==> config.mk <==
export PLATFORM = sky130hd
export DESIGN_NAME = cpu_bus_device_flat
export DESIGN_NICKNAME = d
export VERILOG_FILES = /design/src/core/cpu_bus_pkg.sv /design/src/core/cpu_bus_if.sv /design/src/core/cpu_bus_device.sv /design/src/flat_wrapper.sv
export SDC_FILE = /design/constraint.sdc
export NUM_CORES = 1
export LEC_CHECK = 0
export ABC_AREA = 1
export BUFFER_PORTS_ARGS = -buffer_cell sky130_fd_sc_hd__buf_2
export CAP_MARGIN = 20
export CORE_UTILIZATION = 49
export CTS_CLUSTER_SIZE = 10
export DETAILED_ROUTE_END_ITERATION = 8
export PLACE_DENSITY = 0.95
export SKIP_CTS_REPAIR_TIMING = 1
export SKIP_LAST_GASP = 1
export SLEW_MARGIN = 30
export SYNTH_ARGS = -nofsm -noshare
export SYNTH_HDL_FRONTEND = slang
export SYNTH_SLANG_ARGS = --single-unit
==> constraint.sdc <==
create_clock -name clk_sys -period 2.7 [get_ports clk_sys]
set_input_delay 0.54 -clock clk_sys [delete_from_list [all_inputs] [get_ports clk_sys]]
set_output_delay 0.54 -clock clk_sys [all_outputs]
set_load 0.03 [all_outputs]
==> src/core/cpu_bus_pkg.sv <==
// constants and types shared by both ends of the processor local bus link
// assumes a single 40 MHz clock, no software-visible registers
package cpu_bus_pkg;
    localparam int unsigned CLK_PERIOD_NS = 25;
    // legacy processor mode strap level on the coprocessor busy pin
    localparam logic LEGACY_MODE_LEVEL = 1'b1;
    // index of the last word of a line-fill burst (four words, 0 to 3)
    localparam logic [1:0] BURST_LAST_WORD = 2'h3;
    // external ready sync depth and tag write pulse width in cycles
    localparam int unsigned READY_SYNC_STAGES = 2;
    localparam logic [1:0] TAG_WE_CYCLES = 2'h1;
    // address window that the cache serves as cacheable (top bit of upper address)
    localparam logic CACHEABLE_TOP = 1'b0;
    // reset values
    localparam logic [3:0] BE_RESET = 4'hF;
    localparam logic [8:0] ADDR_MID_RESET = 9'h000;

    typedef enum logic [4:0] {
        ST_IDLE = 5'b00001,
        ST_T1 = 5'b00010,
        ST_T2 = 5'b00100,
        ST_BURST = 5'b01000,
        ST_DMA = 5'b10000
    } bus_state_t;
endpackage

==> src/core/cpu_bus_if.sv <==
// interface joining the processor end and the system controller end
// assumes the testbench resolves shared pins from the output enables
`timescale 1ns/10ps
interface cpu_bus_if;
    // cycle status pins, two-way
    logic cycle_start_strobe_n_p, cycle_start_strobe_n_c, cycle_start_strobe_n_oe_c;
    logic mem_io_p, mem_io_c, mem_io_oe_c;
    logic write_read_p, write_read_c, write_read_oe_c;
    logic [3:0] byte_lane_enables_n_p, byte_lane_enables_n_c;
    logic byte_lane_enables_oe_c;
    logic [8:0] cpu_addr_mid_bits_p, cpu_addr_mid_bits_c;
    logic cpu_addr_mid_oe_c;
    // address bits 5:2 from processor, parity from device afterwards
    logic [3:0] cpu_addr_low_bits_p, dram_parity_bits_c;
    logic dram_parity_oe_c;
    logic cpu_addr3_p;
    logic data_code_p;
    logic burst_final_n_p;
    // ready, two-way: device drives unless a local device owns it
    logic ready_n_c, ready_oe_c, ready_n_local;
    logic burst_ready_n_c;
    logic cacheable_n_c;
    logic local_device_claim_n;
    logic hold_ack_p;
    logic coproc_busy_n;

    modport device (
        input cycle_start_strobe_n_p, mem_io_p, write_read_p, byte_lane_enables_n_p,
        input cpu_addr_mid_bits_p, cpu_addr_low_bits_p, cpu_addr3_p, data_code_p,
        input burst_final_n_p, ready_n_local, local_device_claim_n, hold_ack_p,
        input coproc_busy_n,
        output cycle_start_strobe_n_c, cycle_start_strobe_n_oe_c, mem_io_c, mem_io_oe_c,
        output write_read_c, write_read_oe_c, byte_lane_enables_n_c, byte_lane_enables_oe_c,
        output cpu_addr_mid_bits_c, cpu_addr_mid_oe_c, dram_parity_bits_c, dram_parity_oe_c,
        output ready_n_c, ready_oe_c, burst_ready_n_c, cacheable_n_c
    );
    modport host (
        output cycle_start_strobe_n_p, mem_io_p, write_read_p, byte_lane_enables_n_p,
        output cpu_addr_mid_bits_p, cpu_addr_low_bits_p, cpu_addr3_p, data_code_p,
        output burst_final_n_p, hold_ack_p,
        input ready_n_c, ready_oe_c, burst_ready_n_c, cacheable_n_c, cycle_start_strobe_n_c,
        input cycle_start_strobe_n_oe_c
    );
endinterface

==> src/core/cpu_bus_device.sv <==
// system controller end: cycle decode, ready generation, cache sram control
// assumes processor drives status while hold ack is low; one 40 MHz clock
`timescale 1ns/10ps
// Summary of operation
// - processor strobes cycle start; device drives in DMA
// - byte enables input; decoded from SA, SBHE in DMA
// - burst ends on final flag low at T2
// - burst ready per word; legacy mode request out
// - latch addr 5:2, then drive parity
// - mid address from latched peripheral byte in DMA
// - data/control status decoded
// - cacheable low idle, high after T1, low if cacheable
// - sample local device claim at first T2
// - memory/io status, device drives in DMA
// - drive ready, release during local device cycle
// - synchronise external ready before passing on
// - write/read status, device drives in DMA
// - even bank addr3 floats, then follows, toggles
// - odd bank addr3 same; single bank acts addr2
// - even bank enable when addr2 low, toggles
// - odd bank enable is inverse of even on cache reads and in T2 of dirty writebacks; both high otherwise
// - addr3 select active in T1 and first T2
// - write enable 1 even bank, 0 odd
// - tag write pulse; tag shares dram address
// - coprocessor busy high selects legacy mode
// - one master clock drives everything
module cpu_bus_device (
    input wire logic clk_sys,
    input wire logic rst_n,
    cpu_bus_if.device bus,
    input wire logic external_ready_in_n,
    input wire logic parity_check_en,
    input wire logic single_bank,
    input wire logic cache_hit,
    input wire logic dirty_writeback,
    input wire logic tag_update,
    input wire logic [7:0] tag_value,
    input wire logic [3:0] parity_out,
    input wire logic dma_16bit,
    input wire logic dma_strobe,
    input wire logic [7:0] peripheral_data_byte,
    input wire logic [1:0] sys_addr_low,
    input wire logic sys_byte_high_n,
    input wire logic dma_write,
    input wire logic dma_mem,
    input wire logic dma_start,
    input wire logic proc_request_in,
    output logic proc_request_out,
    output logic data_cycle,
    output logic local_cycle,
    output logic [3:0] latched_addr_low,
    output logic even_bank_addr3,
    output logic even_bank_addr3_oe,
    output logic odd_bank_addr3,
    output logic odd_bank_addr3_oe,
    output logic even_bank_output_en_n,
    output logic odd_bank_output_en_n,
    output logic cache_addr3_select_n,
    output logic [1:0] cache_bank_write_en_n,
    output logic tag_write_en_n,
    output logic [7:0] dram_row_col_addr
);
    import cpu_bus_pkg::*;

    typedef struct packed {
        bus_state_t st;
        logic [1:0] rdy_sync;
        logic legacy;
        logic dma;
        logic ads_n;
        logic ads_oe;
        logic mio;
        logic we;
        logic dc;
        logic [3:0] be_n;
        logic [7:0] xd;
        logic xd16;
        logic [3:0] alow;
        logic mp_oe;
        logic local_q;
        logic rdy_n;
        logic rdy_oe;
        logic burst_ready_n_n;
        logic ken_n;
        logic first_t2;
        logic a3;
        logic a3_oe;
        logic oe_even_n;
        logic oe_odd_n;
        logic a3s_n;
        logic [1:0] cawe_n;
        logic tag_write_en_n_n;
        logic [1:0] tag_cnt;
        logic [1:0] wcnt;
        logic preq;
    } dev_t;
    dev_t q, d;
    logic rdy_ext_n;

    // ****************************************
    // state update
    // ****************************************
    assign rdy_ext_n = q.rdy_sync[1]; // second stage only

    always_comb begin
        d = q;
        d.rdy_sync = {q.rdy_sync[0], external_ready_in_n};
        d.legacy = (bus.coproc_busy_n == LEGACY_MODE_LEVEL);
        d.preq = proc_request_in;
        d.dma = bus.hold_ack_p;
        d.ads_n = 1'b1;
        d.rdy_n = 1'b1;
        d.burst_ready_n_n = 1'b1;
        d.cawe_n = 2'h3;
        d.ads_oe = bus.hold_ack_p;
        if (q.tag_cnt != 2'h0) begin
            d.tag_cnt = q.tag_cnt - 2'h1;
        end else begin
            d.tag_write_en_n_n = 1'b1;
        end
        // dma byte latch; 16-bit uses bits 16:9, 8-bit bits 15:8
        if (dma_strobe) begin
            d.xd = peripheral_data_byte;
            d.xd16 = dma_16bit;
        end
        unique case (q.st)
            ST_IDLE: begin
                d.ken_n = 1'b0; // low at rest
                d.a3_oe = 1'b0;
                d.a3s_n = 1'b1;
                d.mp_oe = 1'b0;
                d.oe_even_n = 1'b1;
                d.oe_odd_n = 1'b1;
                if (bus.hold_ack_p) begin
                    d.st = ST_DMA;
                end else if (!bus.cycle_start_strobe_n_p) begin
                    d.st = ST_T1;
                    d.mio = bus.mem_io_p;
                    d.we = bus.write_read_p;
                    d.dc = bus.data_code_p;
                    d.be_n = bus.byte_lane_enables_n_p;
                    d.alow = bus.cpu_addr_low_bits_p;
                    d.a3 = bus.cpu_addr3_p;
                    d.a3s_n = 1'b0;
                    d.first_t2 = 1'b1;
                    d.wcnt = 2'h0;
                end
            end
            ST_T1: begin
                d.ken_n = 1'b1; // raised at end of T1
                d.mp_oe = parity_check_en;
                d.st = ST_T2;
            end
            ST_T2: begin
                d.first_t2 = 1'b0;
                d.a3s_n = 1'b1;
                d.a3_oe = 1'b1; // drive after first half of T2
                if (q.first_t2) begin
                    d.local_q = ~bus.local_device_claim_n;
                    d.rdy_oe = bus.local_device_claim_n;
                    d.ken_n = ~(q.mio && cache_hit && bus.cpu_addr_mid_bits_p[8] == CACHEABLE_TOP);
                end
                // cache read: bank enable from addr bit 2
                if (!q.we && cache_hit) begin
                    d.oe_even_n = q.alow[0];
                    d.oe_odd_n = ~q.alow[0];
                end
                if (q.we && cache_hit) begin
                    d.cawe_n = q.alow[0] ? 2'h2 : 2'h1;
                end
                if (q.local_q && !q.first_t2) begin
                    if (!bus.ready_n_local) begin
                        d.st = ST_IDLE;
                    end
                end else if (!q.first_t2 && !q.ken_n && !q.legacy && !q.we
                    && cache_hit) begin
                    d.st = ST_BURST;
                    d.burst_ready_n_n = 1'b0;
                end else if (!q.first_t2 && (!rdy_ext_n || cache_hit)) begin
                    d.rdy_n = 1'b0;
                    d.st = ST_IDLE;
                end
                // once per cycle; counter holds the pulse for TAG_WE_CYCLES
                if (q.first_t2 && tag_update && !cache_hit) begin
                    d.tag_write_en_n_n = 1'b0;
                    d.tag_cnt = TAG_WE_CYCLES - 2'h1;
                end
            end
            ST_BURST: begin
                // toggle bank address and enables per word
                d.a3 = ~q.a3;
                d.oe_even_n = ~q.oe_even_n;
                d.oe_odd_n = q.oe_even_n;
                d.wcnt = q.wcnt + 2'h1;
                // final flag checked each T2 with burst ready
                if (!bus.burst_final_n_p || q.wcnt == BURST_LAST_WORD) begin
                    d.st = ST_IDLE;
                end else begin
                    d.burst_ready_n_n = 1'b0;
                end
            end
            ST_DMA: begin
                d.ads_oe = 1'b1;
                d.mio = dma_mem;
                d.we = dma_write;
                // byte enables from system address low bits
                d.be_n = 4'hF;
                d.be_n[sys_addr_low] = 1'b0;
                if (!sys_byte_high_n) begin
                    d.be_n[{sys_addr_low[1], 1'b1}] = 1'b0;
                end
                if (dma_start) begin
                    d.ads_n = 1'b0;
                end
                if (!bus.hold_ack_p) begin
                    d.st = ST_IDLE;
                    d.ads_oe = 1'b0;
                end
            end
            default: d.st = ST_IDLE;
        endcase
        if (dirty_writeback && q.st == ST_T2) begin
            d.a3 = ~q.a3;
            d.oe_even_n = ~q.oe_even_n;
            d.oe_odd_n = q.oe_even_n;
        end
    end

    // ****************************************
    // registers, one clock
    // ****************************************
    always_ff @(posedge clk_sys) begin
        if (!rst_n) begin
            q <= '0;
            q.st <= ST_IDLE;
            q.rdy_sync <= 2'h3;
            q.ads_n <= 1'b1;
            q.be_n <= BE_RESET;
            q.rdy_n <= 1'b1;
            q.rdy_oe <= 1'b1;
            q.burst_ready_n_n <= 1'b1;
            q.oe_even_n <= 1'b1;
            q.oe_odd_n <= 1'b1;
            q.a3s_n <= 1'b1;
            q.cawe_n <= 2'h3;
            q.tag_write_en_n_n <= 1'b1;
        end else begin
            q <= d;
        end
    end

    // ****************************************
    // pin mapping
    // ****************************************
    assign bus.cycle_start_strobe_n_c = q.ads_n;
    assign bus.cycle_start_strobe_n_oe_c = q.ads_oe;
    assign bus.mem_io_c = q.mio;
    assign bus.mem_io_oe_c = q.dma;
    assign bus.write_read_c = q.we;
    assign bus.write_read_oe_c = q.dma;
    assign bus.byte_lane_enables_n_c = q.be_n;
    assign bus.byte_lane_enables_oe_c = q.dma;
    // 8-bit dma shifts the byte down one place
    assign bus.cpu_addr_mid_bits_c = q.xd16 ? {q.xd, 1'b0} : {1'b0, q.xd};
    assign bus.cpu_addr_mid_oe_c = q.dma;
    assign bus.dram_parity_bits_c = parity_out;
    assign bus.dram_parity_oe_c = q.mp_oe;
    assign bus.ready_n_c = q.rdy_n;
    assign bus.ready_oe_c = q.rdy_oe;
    // legacy mode: pin carries request output instead
    assign bus.burst_ready_n_c = q.legacy ? q.preq : q.burst_ready_n_n;
    assign bus.cacheable_n_c = q.ken_n; // same cacheable status in legacy mode; no separate error output
    assign proc_request_out = q.preq;
    assign data_cycle = q.dc;
    assign local_cycle = q.local_q;
    assign latched_addr_low = q.alow;
    assign even_bank_addr3 = q.a3;
    assign even_bank_addr3_oe = q.a3_oe;
    // single bank: odd pin carries even bank addr2
    assign odd_bank_addr3 = single_bank ? q.alow[0] : q.a3;
    assign odd_bank_addr3_oe = q.a3_oe;
    assign even_bank_output_en_n = q.oe_even_n;
    assign odd_bank_output_en_n = q.oe_odd_n;
    assign cache_addr3_select_n = q.a3s_n;
    assign cache_bank_write_en_n = q.cawe_n;
    assign tag_write_en_n = q.tag_write_en_n_n;
    assign dram_row_col_addr = tag_value; // shared tag lines
endmodule

==> src/flat_wrapper.sv <==
// flat-port wrapper written by rule: the top's interface ports become plain ports
module cpu_bus_device_flat import cpu_bus_pkg::*;
  (clk_sys, rst_n, external_ready_in_n, parity_check_en, single_bank, cache_hit, dirty_writeback, tag_update, tag_value, parity_out, dma_16bit, dma_strobe, peripheral_data_byte, sys_addr_low, sys_byte_high_n, dma_write, dma_mem, dma_start, proc_request_in, proc_request_out, data_cycle, local_cycle, latched_addr_low, even_bank_addr3, even_bank_addr3_oe, odd_bank_addr3, odd_bank_addr3_oe, even_bank_output_en_n, odd_bank_output_en_n, cache_addr3_select_n, cache_bank_write_en_n, tag_write_en_n, dram_row_col_addr, bus_cycle_start_strobe_n_p, bus_mem_io_p, bus_write_read_p, bus_byte_lane_enables_n_p, bus_cpu_addr_mid_bits_p, bus_cpu_addr_low_bits_p, bus_cpu_addr3_p, bus_data_code_p, bus_burst_final_n_p, bus_ready_n_local, bus_local_device_claim_n, bus_hold_ack_p, bus_coproc_busy_n, bus_cycle_start_strobe_n_c, bus_cycle_start_strobe_n_oe_c, bus_mem_io_c, bus_mem_io_oe_c, bus_write_read_c, bus_write_read_oe_c, bus_byte_lane_enables_n_c, bus_byte_lane_enables_oe_c, bus_cpu_addr_mid_bits_c, bus_cpu_addr_mid_oe_c, bus_dram_parity_bits_c, bus_dram_parity_oe_c, bus_ready_n_c, bus_ready_oe_c, bus_burst_ready_n_c, bus_cacheable_n_c);
  cpu_bus_if bus_i ();
  input wire logic clk_sys;
  input wire logic rst_n;
  input wire logic external_ready_in_n;
  input wire logic parity_check_en;
  input wire logic single_bank;
  input wire logic cache_hit;
  input wire logic dirty_writeback;
  input wire logic tag_update;
  input wire logic [7:0] tag_value;
  input wire logic [3:0] parity_out;
  input wire logic dma_16bit;
  input wire logic dma_strobe;
  input wire logic [7:0] peripheral_data_byte;
  input wire logic [1:0] sys_addr_low;
  input wire logic sys_byte_high_n;
  input wire logic dma_write;
  input wire logic dma_mem;
  input wire logic dma_start;
  input wire logic proc_request_in;
  output logic proc_request_out;
  output logic data_cycle;
  output logic local_cycle;
  output logic [3:0] latched_addr_low;
  output logic even_bank_addr3;
  output logic even_bank_addr3_oe;
  output logic odd_bank_addr3;
  output logic odd_bank_addr3_oe;
  output logic even_bank_output_en_n;
  output logic odd_bank_output_en_n;
  output logic cache_addr3_select_n;
  output logic [1:0] cache_bank_write_en_n;
  output logic tag_write_en_n;
  output logic [7:0] dram_row_col_addr;
  input wire logic [$bits(bus_i.cycle_start_strobe_n_p)-1:0] bus_cycle_start_strobe_n_p;
  input wire logic [$bits(bus_i.mem_io_p)-1:0] bus_mem_io_p;
  input wire logic [$bits(bus_i.write_read_p)-1:0] bus_write_read_p;
  input wire logic [$bits(bus_i.byte_lane_enables_n_p)-1:0] bus_byte_lane_enables_n_p;
  input wire logic [$bits(bus_i.cpu_addr_mid_bits_p)-1:0] bus_cpu_addr_mid_bits_p;
  input wire logic [$bits(bus_i.cpu_addr_low_bits_p)-1:0] bus_cpu_addr_low_bits_p;
  input wire logic [$bits(bus_i.cpu_addr3_p)-1:0] bus_cpu_addr3_p;
  input wire logic [$bits(bus_i.data_code_p)-1:0] bus_data_code_p;
  input wire logic [$bits(bus_i.burst_final_n_p)-1:0] bus_burst_final_n_p;
  input wire logic [$bits(bus_i.ready_n_local)-1:0] bus_ready_n_local;
  input wire logic [$bits(bus_i.local_device_claim_n)-1:0] bus_local_device_claim_n;
  input wire logic [$bits(bus_i.hold_ack_p)-1:0] bus_hold_ack_p;
  input wire logic [$bits(bus_i.coproc_busy_n)-1:0] bus_coproc_busy_n;
  output wire logic [$bits(bus_i.cycle_start_strobe_n_c)-1:0] bus_cycle_start_strobe_n_c;
  output wire logic [$bits(bus_i.cycle_start_strobe_n_oe_c)-1:0] bus_cycle_start_strobe_n_oe_c;
  output wire logic [$bits(bus_i.mem_io_c)-1:0] bus_mem_io_c;
  output wire logic [$bits(bus_i.mem_io_oe_c)-1:0] bus_mem_io_oe_c;
  output wire logic [$bits(bus_i.write_read_c)-1:0] bus_write_read_c;
  output wire logic [$bits(bus_i.write_read_oe_c)-1:0] bus_write_read_oe_c;
  output wire logic [$bits(bus_i.byte_lane_enables_n_c)-1:0] bus_byte_lane_enables_n_c;
  output wire logic [$bits(bus_i.byte_lane_enables_oe_c)-1:0] bus_byte_lane_enables_oe_c;
  output wire logic [$bits(bus_i.cpu_addr_mid_bits_c)-1:0] bus_cpu_addr_mid_bits_c;
  output wire logic [$bits(bus_i.cpu_addr_mid_oe_c)-1:0] bus_cpu_addr_mid_oe_c;
  output wire logic [$bits(bus_i.dram_parity_bits_c)-1:0] bus_dram_parity_bits_c;
  output wire logic [$bits(bus_i.dram_parity_oe_c)-1:0] bus_dram_parity_oe_c;
  output wire logic [$bits(bus_i.ready_n_c)-1:0] bus_ready_n_c;
  output wire logic [$bits(bus_i.ready_oe_c)-1:0] bus_ready_oe_c;
  output wire logic [$bits(bus_i.burst_ready_n_c)-1:0] bus_burst_ready_n_c;
  output wire logic [$bits(bus_i.cacheable_n_c)-1:0] bus_cacheable_n_c;
  assign bus_i.cycle_start_strobe_n_p = bus_cycle_start_strobe_n_p;
  assign bus_i.mem_io_p = bus_mem_io_p;
  assign bus_i.write_read_p = bus_write_read_p;
  assign bus_i.byte_lane_enables_n_p = bus_byte_lane_enables_n_p;
  assign bus_i.cpu_addr_mid_bits_p = bus_cpu_addr_mid_bits_p;
  assign bus_i.cpu_addr_low_bits_p = bus_cpu_addr_low_bits_p;
  assign bus_i.cpu_addr3_p = bus_cpu_addr3_p;
  assign bus_i.data_code_p = bus_data_code_p;
  assign bus_i.burst_final_n_p = bus_burst_final_n_p;
  assign bus_i.ready_n_local = bus_ready_n_local;
  assign bus_i.local_device_claim_n = bus_local_device_claim_n;
  assign bus_i.hold_ack_p = bus_hold_ack_p;
  assign bus_i.coproc_busy_n = bus_coproc_busy_n;
  assign bus_cycle_start_strobe_n_c = bus_i.cycle_start_strobe_n_c;
  assign bus_cycle_start_strobe_n_oe_c = bus_i.cycle_start_strobe_n_oe_c;
  assign bus_mem_io_c = bus_i.mem_io_c;
  assign bus_mem_io_oe_c = bus_i.mem_io_oe_c;
  assign bus_write_read_c = bus_i.write_read_c;
  assign bus_write_read_oe_c = bus_i.write_read_oe_c;
  assign bus_byte_lane_enables_n_c = bus_i.byte_lane_enables_n_c;
  assign bus_byte_lane_enables_oe_c = bus_i.byte_lane_enables_oe_c;
  assign bus_cpu_addr_mid_bits_c = bus_i.cpu_addr_mid_bits_c;
  assign bus_cpu_addr_mid_oe_c = bus_i.cpu_addr_mid_oe_c;
  assign bus_dram_parity_bits_c = bus_i.dram_parity_bits_c;
  assign bus_dram_parity_oe_c = bus_i.dram_parity_oe_c;
  assign bus_ready_n_c = bus_i.ready_n_c;
  assign bus_ready_oe_c = bus_i.ready_oe_c;
  assign bus_burst_ready_n_c = bus_i.burst_ready_n_c;
  assign bus_cacheable_n_c = bus_i.cacheable_n_c;
  cpu_bus_device u_core (.clk_sys(clk_sys), .rst_n(rst_n), .bus(bus_i), .external_ready_in_n(external_ready_in_n), .parity_check_en(parity_check_en), .single_bank(single_bank), .cache_hit(cache_hit), .dirty_writeback(dirty_writeback), .tag_update(tag_update), .tag_value(tag_value), .parity_out(parity_out), .dma_16bit(dma_16bit), .dma_strobe(dma_strobe), .peripheral_data_byte(peripheral_data_byte), .sys_addr_low(sys_addr_low), .sys_byte_high_n(sys_byte_high_n), .dma_write(dma_write), .dma_mem(dma_mem), .dma_start(dma_start), .proc_request_in(proc_request_in), .proc_request_out(proc_request_out), .data_cycle(data_cycle), .local_cycle(local_cycle), .latched_addr_low(latched_addr_low), .even_bank_addr3(even_bank_addr3), .even_bank_addr3_oe(even_bank_addr3_oe), .odd_bank_addr3(odd_bank_addr3), .odd_bank_addr3_oe(odd_bank_addr3_oe), .even_bank_output_en_n(even_bank_output_en_n), .odd_bank_output_en_n(odd_bank_output_en_n), .cache_addr3_select_n(cache_addr3_select_n), .cache_bank_write_en_n(cache_bank_write_en_n), .tag_write_en_n(tag_write_en_n), .dram_row_col_addr(dram_row_col_addr));
endmodule
Word level (Yosys, flattened, before mapping)
Cells that the tools add are included.

cells by class
  shift-type cells = 0
  reduce and logical (&&, ||, !) cells = 44
  bitwise logic cells = 13
  divide/modulo/power cells = 0
  $mul = 0
  equal/unequal tests = 17
  order comparisons = 4
  multiplexer cells = 52
  add/sub/neg operators = 2

operators by type and width
  kind                                                         number
  2-to-1 mux 5 bit                                             8
  case mux 5 bit (5 select lines)                              1
  AND reduction 3 bit                                          6
  2-to-1 mux 1 bit                                             16
  2-to-1 mux 2 bit                                             8
  logical AND 1 bit                                            15
  2-to-1 mux 7 bit                                             2
  case mux 1 bit (2 select lines)                              6
  inverter 1 bit                                               10
  nonzero test 2 bit                                           5
  2-to-1 mux 9 bit                                             1
  != test 3 x 2 -> 1 bit (second input constant)               3
  inverter 4 bit                                               2
  case mux 2 bit (2 select lines)                              2
  case mux 4 bit (2 select lines)                              1
  AND reduction 2 bit                                          4
  zero test 1 bit                                              7
  less-than comparator 2 x 3 -> 1 bit (second input constant)  2
  2-to-1 mux 3 bit                                             2
  != test 2 bit (second input constant)                        3
  != test 3 bit (second input constant)                        2
  case mux 2 bit (3 select lines)                              1
  nonzero test 3 bit                                           2
  == test 5 x 1 -> 1 bit (second input constant)               1
  19 further kinds                                             22

word-level totals
  memory bits (read-only) = 0
  bits in writable memories = 0
  input port bits = 64
  flip-flop bits (word level) = 51
  latch bits = 0
  output and inout port bits = 55
  memories kept = 0

Longest topological paths before layout
Gate-level depths: netlist (run 1).

  depth after elaboration = 8
  gate-level depth with buffers = 10

Worst setup path before layout (run 1)
Ideal clock, no wire load.

  kind = reg2out
  start = register u_core.q[24] in the netlist's numbering
  end = output port bus_cpu_addr_mid_bits_c[5]
  slack = 0.824 ns
  arrival = 1.336 ns
  cell stages (with the launch flop) = 4
  buffers on the path = 2
  path through = dfxtp_1 clkbuf_1 clkbuf_1 o21ai_0

on the way
  longest elaborated chain between the ends = 1

RTL lines
  element             RTL line               RTL
  start: declaration  cpu_bus_device.sv:97   dev_t q, d;
  2-to-1 mux 9 bit    cpu_bus_device.sv:264  assign bus.cpu_addr_mid_bits_c = q.xd16 ? {q.xd, 1'b0} : {1'b0, q.xd};
  end: declaration    flat_wrapper.sv:59     output wire logic [$bits(bus_i.cpu_addr_mid_bits_c)-1:0] bus_cpu_addr_mid_bits_c;

Every way passes these cells.

Worst setup path after layout (run 1)
  start = register u_core.q[24] in the netlist's numbering
  end = output port bus_cpu_addr_mid_bits_c[1]

The elaborated chain is that of the path after synthesis.

==> results.ini, run 1 <==
[yosys]
syn_area_um2=2390
synth-edff-count=0
synth_top_area_share_pct=41.88
synth_cells=330
ys.flop_type=dfxtp_1
seq_area_frac_synth_pct=41.88
synth.largest_area_cell=dfxtp_1
ys_warn_count=0
postSynthAreaPerCell_um2=7.242
synth_area_leaders=dfxtp_1, nand2_1, buf_4
async_reset_ff_share_pct=0
ys_ff_latch=50
ys_types=31
syn_nets=395

[timing]
finalSetupViolCount=0
slew_headroom_pct=63.01
slew_viol_final=0
fmax_mhz=537.0
rsz0062_at_grt=no
fin_worst_skew_ns=0.008683
finalHoldViolations=0
tightest_slew_ns=0.5499
min_period_ns=1.862
min_period_over_period_pct=68.96
worst_slack_ns=0.8380
fin_setup_tns_ns=0

[die]
die-width_um=71.84
die_h_um=71.84
start_util_pct=50.93
io_pins=119
rows=25
core_area_um2=4692
die_area_um2=5160

[cts]
cts_buffers=5
cts-root-buf=clkbuf_8
clk_path_buf_depth=2
cts.sinks=50
clk_latency_ns=0.30
htree_num_levels=2
clk_pin_slew_worst_paths_ns=0.09
cts_tree=built

[finish]
drive_above_1_share_pct=29.16
fillerInstances=421
area_growth_pct=15.34
n_antenna_cell=0
fin_nets=455
multi_input_area_um2=1003
register_area_um2=1001

[drt]
wirelength_mm=4.944
via_count=2226
dr.max_layer_used=met4
m1WireLength_mm=2.192
ant_nets=0
drtPass1Iterations=5
wl_met2_mm=2.397
drc=0
met3_length_um=328
drt_iter0_drc=57
wire_per_inst_um=11.11
post_drt_via_cell_ratio=5.002

[job]
drv_cap=0

[global_route]
grt_pass1_vias=1792
grt.overflow.total=0
antenna_found_initial=0
grt_pass1_wl_mm=7.583
track_usage_pct=18.78
grt_max_degree=31

[setup_path]
reg2reg_to=u_core.bus.byte_lane_enables_n_c[2]
cp_cell_sequence=nor2_1 -> a21oi_1 -> buf_2
cpPeakStageDelay_ns=0.61
worstPathRequired_ns=2.16
endpoint=bus_cpu_addr_mid_bits_c[1]
crit_type=reg -> out
cp_data_arrival_time_ns=1.32
crit_slowest_cell=dfxtp_1
crit_path_end_kind=output pin
timing.critical_path.max_delay_family=flip-flops
r2r_setup_slack_ns=1.00
cp-start-kind=flip-flop
r2r_start=u_core.q[47]
r2r_cells=7
crit_path_start=u_core.q[24]
crit_fanout=17
path_depth=3
worst-path-buf-inv=1

[place]
dp_hpwl_mm=3.737
preCtsSetupSlack_ns=1.039
place_congestion=0.8533
numPortBuffers=86

[run_status]
status=completed

[pwr]
power_density_nw_per_um2=634.7
leakage_uw=0.001383
vdd_drop_max_v=0.0003638

[hold_path]
worstHoldPathType=in -> reg

how the worst min path moves through the flow:
stage | start | end | slack (ns) | cells after the start
floorplan | u_core.d[45] | u_core.q[45] | 0.39 | 1
global placement | u_core.d[45] | u_core.q[45] | 0.41 | 1
detailed placement | u_core.d[45] | u_core.q[45] | 0.41 | 1
finish | external_ready_in_n | u_core.d[45] | 0.41 | 2
CTS | external_ready_in_n | u_core.d[45] | 0.41 | 2
global route | external_ready_in_n | u_core.d[45] | 0.41 | 2
state kept, by name (all words and copies together), names as in the netlist, 2 cells and up:
register and count:
u_core.cache_bank_write_en_n 2, u_core.bus.byte_lane_enables_n_c 4, u_core.q 22, u_core.latched_addr_low 4
Yosys cell counts, drive strengths merged, types with 2 or more instances:
cell,number
nand3,25
a31oi,3
o21ai,30
nand4,3
inv,38
a21oi,19
nor3,5
or2,3
o21bai,2
buf,28
nor2,50
dfxtp,50
nand2,59
clkbuf,7
final cells by class:
cell class	instances	share of cell area, %
Multi-Input combinational cell	206	36.40
Sequential cell	50	36.31
Timing Repair Buffer	88	16.16
Inverter	39	5.356
Clock buffer	7	3.132
Tap cell	54	2.451
Clock inverter	1	0.1816
layer usage:
layer	track usage, %	vias up
li1	-	1147
met1	22.43	986
met2	33.23	89
met3	5.345	4
met4	4.575	0
met5	0	-
layout by cell type, fill, tap and decap left out, types with 3 or more instances in the layout:
cell / n
clkbuf_8: 6
inv_2: 4
a31oi_1: 3
nand4_1: 3
nor2_1: 43
buf_2: 86
inv_1: 34
nor2_2: 3
dfxtp_1: 50
nor3_1: 5
nand3_1: 22
nor2_4: 4
a21oi_1: 19
nand2_1: 57
o21ai_0: 29
where the power goes:
group,internal (uW),switching [uW],total [uW],leakage (uW)
Clock,207,234,441,0.0000482
Combinational,149,317,466,0.000925
Sequential,798,44.5,843,0.000410
logic make-up (layout without fill, tap and decap cells):
logic type | Yosys count | count (layout) | share of synthesized area, %
AND/OR/NAND/NOR | 148 | 148 | 28.85
AO/OA/AOI/OAI | 57 | 57 | 12.62
flip-flops | 50 | 50 | 41.88
buffers and inverters | 74 | 135 | 16.12
adder cells (fa/ha/maj) | 1 | 1 | 0.5235
per-stage QoR:
step	area [um^2]	power (uW)	util, %	instances	hold slack [ns]
floorplan	2390	1250	-	330	0.3925
detailed placement	2665	1325	56.80	437	0.4053
CTS	2756	1766	58.75	445	0.4104
global placement	2665	1314	56.80	437	0.4089
global route	2756	1843	58.75	445	0.4082
finish	2756	1749	58.75	445	0.4139
(Power assumes the default switching activity.)
==> run 2: changes to the inputs <==
CORE_UTILIZATION = 46   (was 49)
PLACE_DENSITY = 0.9   (was 0.95)
clock period = 1.75 ns   (was 2.7 ns; I/O delays follow)
==> run 2 against run 1 <==
Compared with the run above:
- clock-buffer cell count down 2
- critical path depth unchanged
- via count up 0.18%
- sequential share of layout area down 0.27 points
- sequential power up 54%
- flip-flop and latch count unchanged
- combinational power up 56%
- clock power up 49%
- clock skew about the same
- first-iteration DRC count up 67%
- global-route usage up 0.59 points
- non-clock buffer count up 1
- largest power group unchanged
==> results.ini, run 2 (synthesized netlist as in run 1, its figures left out) <==
[finish]
largest_register_ffs=22
layout_common_cells=buf_2, nand2_1, dfxtp_1
layout_commonest_cell=buf_2
final_util_pct=57.34
final_area_um2=2780
drive_above_1_share_pct=29.85
top_register=u_core.q
fin_nets=456
n_antenna_cell=0
area_growth_pct=16.34

[drt]
drc=0
wire_per_inst_um=11.23
ant_nets=0
post_drt_via_cell_ratio=4.858
wirelength_mm=5.153
drtPass1Iterations=4
drt_iter0_drc=95
via_count=2230

[place]
place_area_um2=2689
numPortBuffers=86
preCtsSetupSlack_ns=0.3007
place_congestion=0.8241
dp_hpwl_mm=3.940

[die]
die_area_um2=5487
start_util_pct=49.29
die_h_um=74.08
die-width_um=74.08
rows=25
core_area_um2=4848
io_pins=119

[hold_path]
hold_start=proc_request_in
worstHoldPathType=in -> reg
holdPathStages=3
min_to=u_core.proc_request_out

[setup_path]
r2r_cells=9
reg2reg_to=u_core.q[48]
worstPathRequired_ns=1.40
crit_path_end_kind=output pin
crit_fanout=17
cp_data_arrival_time_ns=1.17
r2r_setup_slack_ns=0.28
r2r_start=u_core.q[49]
cp-start-kind=flip-flop
crit_type=reg -> out

[pwr]
pwr-share-comb_pct=27.1
netSwitchingPower_uw=940.2
vdd_drop_max_v=0.0004479
power_density_nw_per_um2=965.9
swShare_pct=35.01
power_frac_seq_pct=48.5
clkPwrFrac_pct=24.5
leakage_uw=0.001384
fin_total_pwr_uw=2685
p_int_uw=1745

[global_route]
grt.overflow.total=0
grt_pass1_wl_mm=8.266
track_usage_pct=19.37
grt_max_degree=31
antenna_found_initial=0
grt_pass1_vias=1923

[cts]
clk_latency_ns=0.30
clk_pin_slew_worst_paths_ns=0.09
cts.sinks=50
cts-root-buf=clkbuf_8
cts_tree=built
htree_num_levels=2
cts_buffers=5
clk_path_buf_depth=2

[timing]
fin_setup_tns_ns=0
min_period_ns=1.519
finalHoldViolations=0
min_period_over_period_pct=86.81
slew_viol_final=0
slew_headroom_pct=65.87
finalSetupViolCount=0
fmax_mhz=658.3
fin_worst_skew_ns=0.008412
worst_slack_ns=0.2309
rsz0062_at_grt=no
tightest_slew_ns=0.5073

[run_status]
status=completed

[job]
drv_cap=0

run 2: changes by cell type in the layout (fill, tap and decap cells not counted):
cell        before  now
dfxtp_2          0    1
dfxtp_1         50   49
clkinv_4         0    1
buf_4            2    3
clkinvlp_4       0    1
clkbuf_1         1    0
clkbuf_8         6    5
run 2: power groups by stage:
| stage | combinational [uW] | clock, uW | sequential (uW) |
|---|---|---|---|
| global placement | 712 | 0 | 1320 |
| finish | 727 | 657 | 1300 |
| CTS | 732 | 683 | 1300 |
| floorplan | 544 | 0 | 1390 |
| global route | 806 | 727 | 1320 |
| detailed placement | 730 | 0 | 1330 |
run 2: worst max-delay path, stage by stage (launching register included):
cell	delay, ns
dfxtp_2	0.49
nor2_1	0.07
a21oi_1	0.11
buf_2	0.21
run 2: metrics by stage:
step,cells,hold WS (ns)
after floorplan,330,0.3925
after global placement,451,0.3953
after detailed placement,451,0.4198
after CTS,459,0.2204
after global routing,459,0.2167
final,459,0.2277
run 2: routing by layer:
metal / vias to the layer above / wire length, um / global-route usage [%]
met5: - / 0 / 0
met1: 970 / 2202 / 23.34
met2: 98 / 2476 / 33.54
met4: 0 / 58 / 6.197
met3: 10 / 416 / 5.149
li1: 1152 / - / -
run 2: worst max path at each step:
stage,from,to,cells past startpoint
2_1_floorplan,u_core.q[24],bus_cpu_addr_mid_bits_c[5],3
3_3_place_gp,bus_hold_ack_p,u_core.bus.byte_lane_enables_n_c[0],8
3_5_place_dp,u_core.q[49],u_core.q[48],9
4_1_cts,u_core.q[24],bus_cpu_addr_mid_bits_c[3],3
5_1_grt,u_core.q[24],bus_cpu_addr_mid_bits_c[7],3
6_report,u_core.q[24],bus_cpu_addr_mid_bits_c[3],3
run 2: area by class of cell:
class | instances | area, um^2
Fill cell | 459 | 2068
Multi-Input combinational cell | 206 | 1003
Sequential cell | 50 | 1002
Timing Repair Buffer | 89 | 452.9
Inverter | 39 | 147.6
Tap cell | 67 | 83.83
Clock buffer | 5 | 68.82
Clock inverter | 3 | 21.27
==> run 3: changes to the inputs <==
ABC_AREA = not set   (was 1)
GPL_ROUTABILITY_DRIVEN = 0   (was not set)
==> run 3 against run 2 <==
Compared with the run above:
- total power down 12%
- non-clock buffer count increased by 3
- via count fell by 8.4%
- critical path depth decreased by 1
- synthesized cell count down 20%
- largest power group unchanged
- critical path type unchanged
- clock skew decreased by 0.0019 ns
- die area grew 0.66%
- utilization fell by 0.52 points
- combinational power shrank 38%
==> results.ini, run 3 <==
[run_status]
status=completed

[yosys]
yosys-top-cells-count=dfxtp_1, buf_4, nand2_1, nor2_1, a21oi_1
synth_cells=264
ys_ff_latch=50
syn_area_um2=2406
postSynthAreaPerCell_um2=9.114
ys_types=51
synth_area_leaders=dfxtp_1, buf_4, mux2i_1
syn_nets=329
synth_top_area_share_pct=41.60
yosysMostFrequentCell=dfxtp_1
synth-edff-count=0
synth.largest_area_cell=dfxtp_1
async_reset_ff_share_pct=0
ys.flop_type=dfxtp_1
ys_warn_count=0
seq_area_frac_synth_pct=41.60

[finish]
top_register=u_core.q
largest_register_ffs=22
final_area_um2=2773
area_growth_pct=15.24
final_util_pct=56.82
n_antenna_cell=0
layout_commonest_cell=buf_2
fin_nets=388
layout_common_cells=buf_2, dfxtp_1, nand2_1
drive_above_1_share_pct=35.80

[timing]
min_period_ns=1.634
min_period_over_period_pct=93.35
worst_slack_ns=0.1163
finalSetupViolCount=0
tightest_slew_ns=0.4744
slew_viol_final=0
finalHoldViolations=0
rsz0062_at_grt=no
fin_worst_skew_ns=0.006491
hold_slack_ns=0.2254
fmax_mhz=612.1
slew_headroom_pct=68.04

[cts]
htree_num_levels=2
cts_tree=built
cts.sinks=50
clk_path_buf_depth=2
clk_pin_slew_worst_paths_ns=0.09
cts_buffers=5
cts-root-buf=clkbuf_8
clk_latency_ns=0.30

[place]
numPortBuffers=86
preCtsSetupSlack_ns=0.1488
place_area_um2=2685
dp_hpwl_mm=3.948

[global_route]
grt_pass1_vias=1773
grt_max_degree=22
antenna_found_initial=0
grt.busiest_layer=met2
use_met3_pct=5.285
use_met2_pct=30.30
use_met1_pct=24.87
track_usage_pct=19.05
grt_pass1_wl_mm=8.121
grt.overflow.total=0

[pwr]
power_density_nw_per_um2=850.2
p_int_uw=1656
pwr-share-comb_pct=19.3
swShare_pct=29.73
fin_total_pwr_uw=2357
power_frac_seq_pct=52.6
clkPwrFrac_pct=28.2
netSwitchingPower_uw=700.9
leakage_uw=0.001238
vdd_drop_max_v=0.0005097

[drt]
wirelength_mm=5.243
drt_iter0_drc=72
drtPass1Iterations=4
ant_nets=0
post_drt_via_cell_ratio=5.223
via_count=2042
wire_per_inst_um=13.41
drc=0

[die]
rows=25
die-width_um=74.32
io_pins=119
die_h_um=74.32
core_area_um2=4880
die_area_um2=5523
start_util_pct=49.31

[hold_path]
worstHoldPathType=in -> reg
min_to=u_core.d[45]
holdPathStages=2
hold_start=external_ready_in_n

[setup_path]
cp_data_arrival_time_ns=1.28
crit_slowest_cell=dfxtp_2
cp-start-kind=flip-flop
crit_fanout=10
reg2reg_to=u_core.q[15]
cpPeakStageDelay_ns=0.45
cp_cell_sequence=mux2_2 -> buf_2
crit_type=reg -> out
r2r_setup_slack_ns=0.12
r2r_start=u_core.q[49]
worstPathRequired_ns=1.40
r2r_cells=4
crit_path_end_kind=output pin
crit_path_start=u_core.q[24]

[job]
drv_cap=0

## run 3: how the worst max path moves through the flow
stage,to,slack (ns),cells after the start
2_1_floorplan,u_core.q[46],0.22,4
3_3_place_gp,u_core.q[46],0.17,4
3_5_place_dp,u_core.q[15],0.15,4
4_1_cts,bus_cpu_addr_mid_bits_c[1],-0.03,2
5_1_grt,u_core.q[46],0.00004,4
6_report,bus_cpu_addr_mid_bits_c[7],0.12,2
## run 3: area by class of cell
class	instances	area (um^2)
fill	444	2107
multi-input combinational	169	1106
sequential	50	1002
timing repair buffer	92	475.5
tap	67	83.83
clock buffer	6	72.57
inverter	5	18.77
clock inverter	2	13.76
## run 3: power by group through the flow
stage                     Combinational (uW)  Sequential (uW)  Clock (uW)
after global routing                     496             1250         720
after detailed placement                 456             1260           0
after floorplan                          372             1270           0
after CTS                                457             1240         688
final                                    454             1240         664
after global placement                   442             1260           0
## run 3: metrics by stage
stage                     cells  TNS (ns)
after detailed placement    383         0
after global placement      383         0
after global routing        391         0
after floorplan             264         0
final                       391         0
after CTS                   391   -0.1590
## run 3: cells by family (layout without fill, tap and decap cells)
family | count (synthesis) | after routing | synth area share [%]
buffers and inverters | 45 | 105 | 12.43
xor gates and xnor gates | 1 | 1 | 0.3641
muxes | 20 | 20 | 8.789
AOI/OAI and AO/OA | 52 | 52 | 14.93
DFF | 50 | 50 | 41.60
and+or+nand+nor | 95 | 95 | 21.37
adders and majority gates | 1 | 1 | 0.5199
## run 3: critical path: cells and delay by family, from the launching register on
family / cells / cell delay, ns
buffers and inverters: 1 / 0.18
DFF: 1 / 0.45
muxes: 1 / 0.36
## run 3: layer usage
layer,vias to the layer above,wire (um)
li1,1008,-
met1,947,2373
met2,72,2464
met3,15,331
met4,0,73
met5,-,0
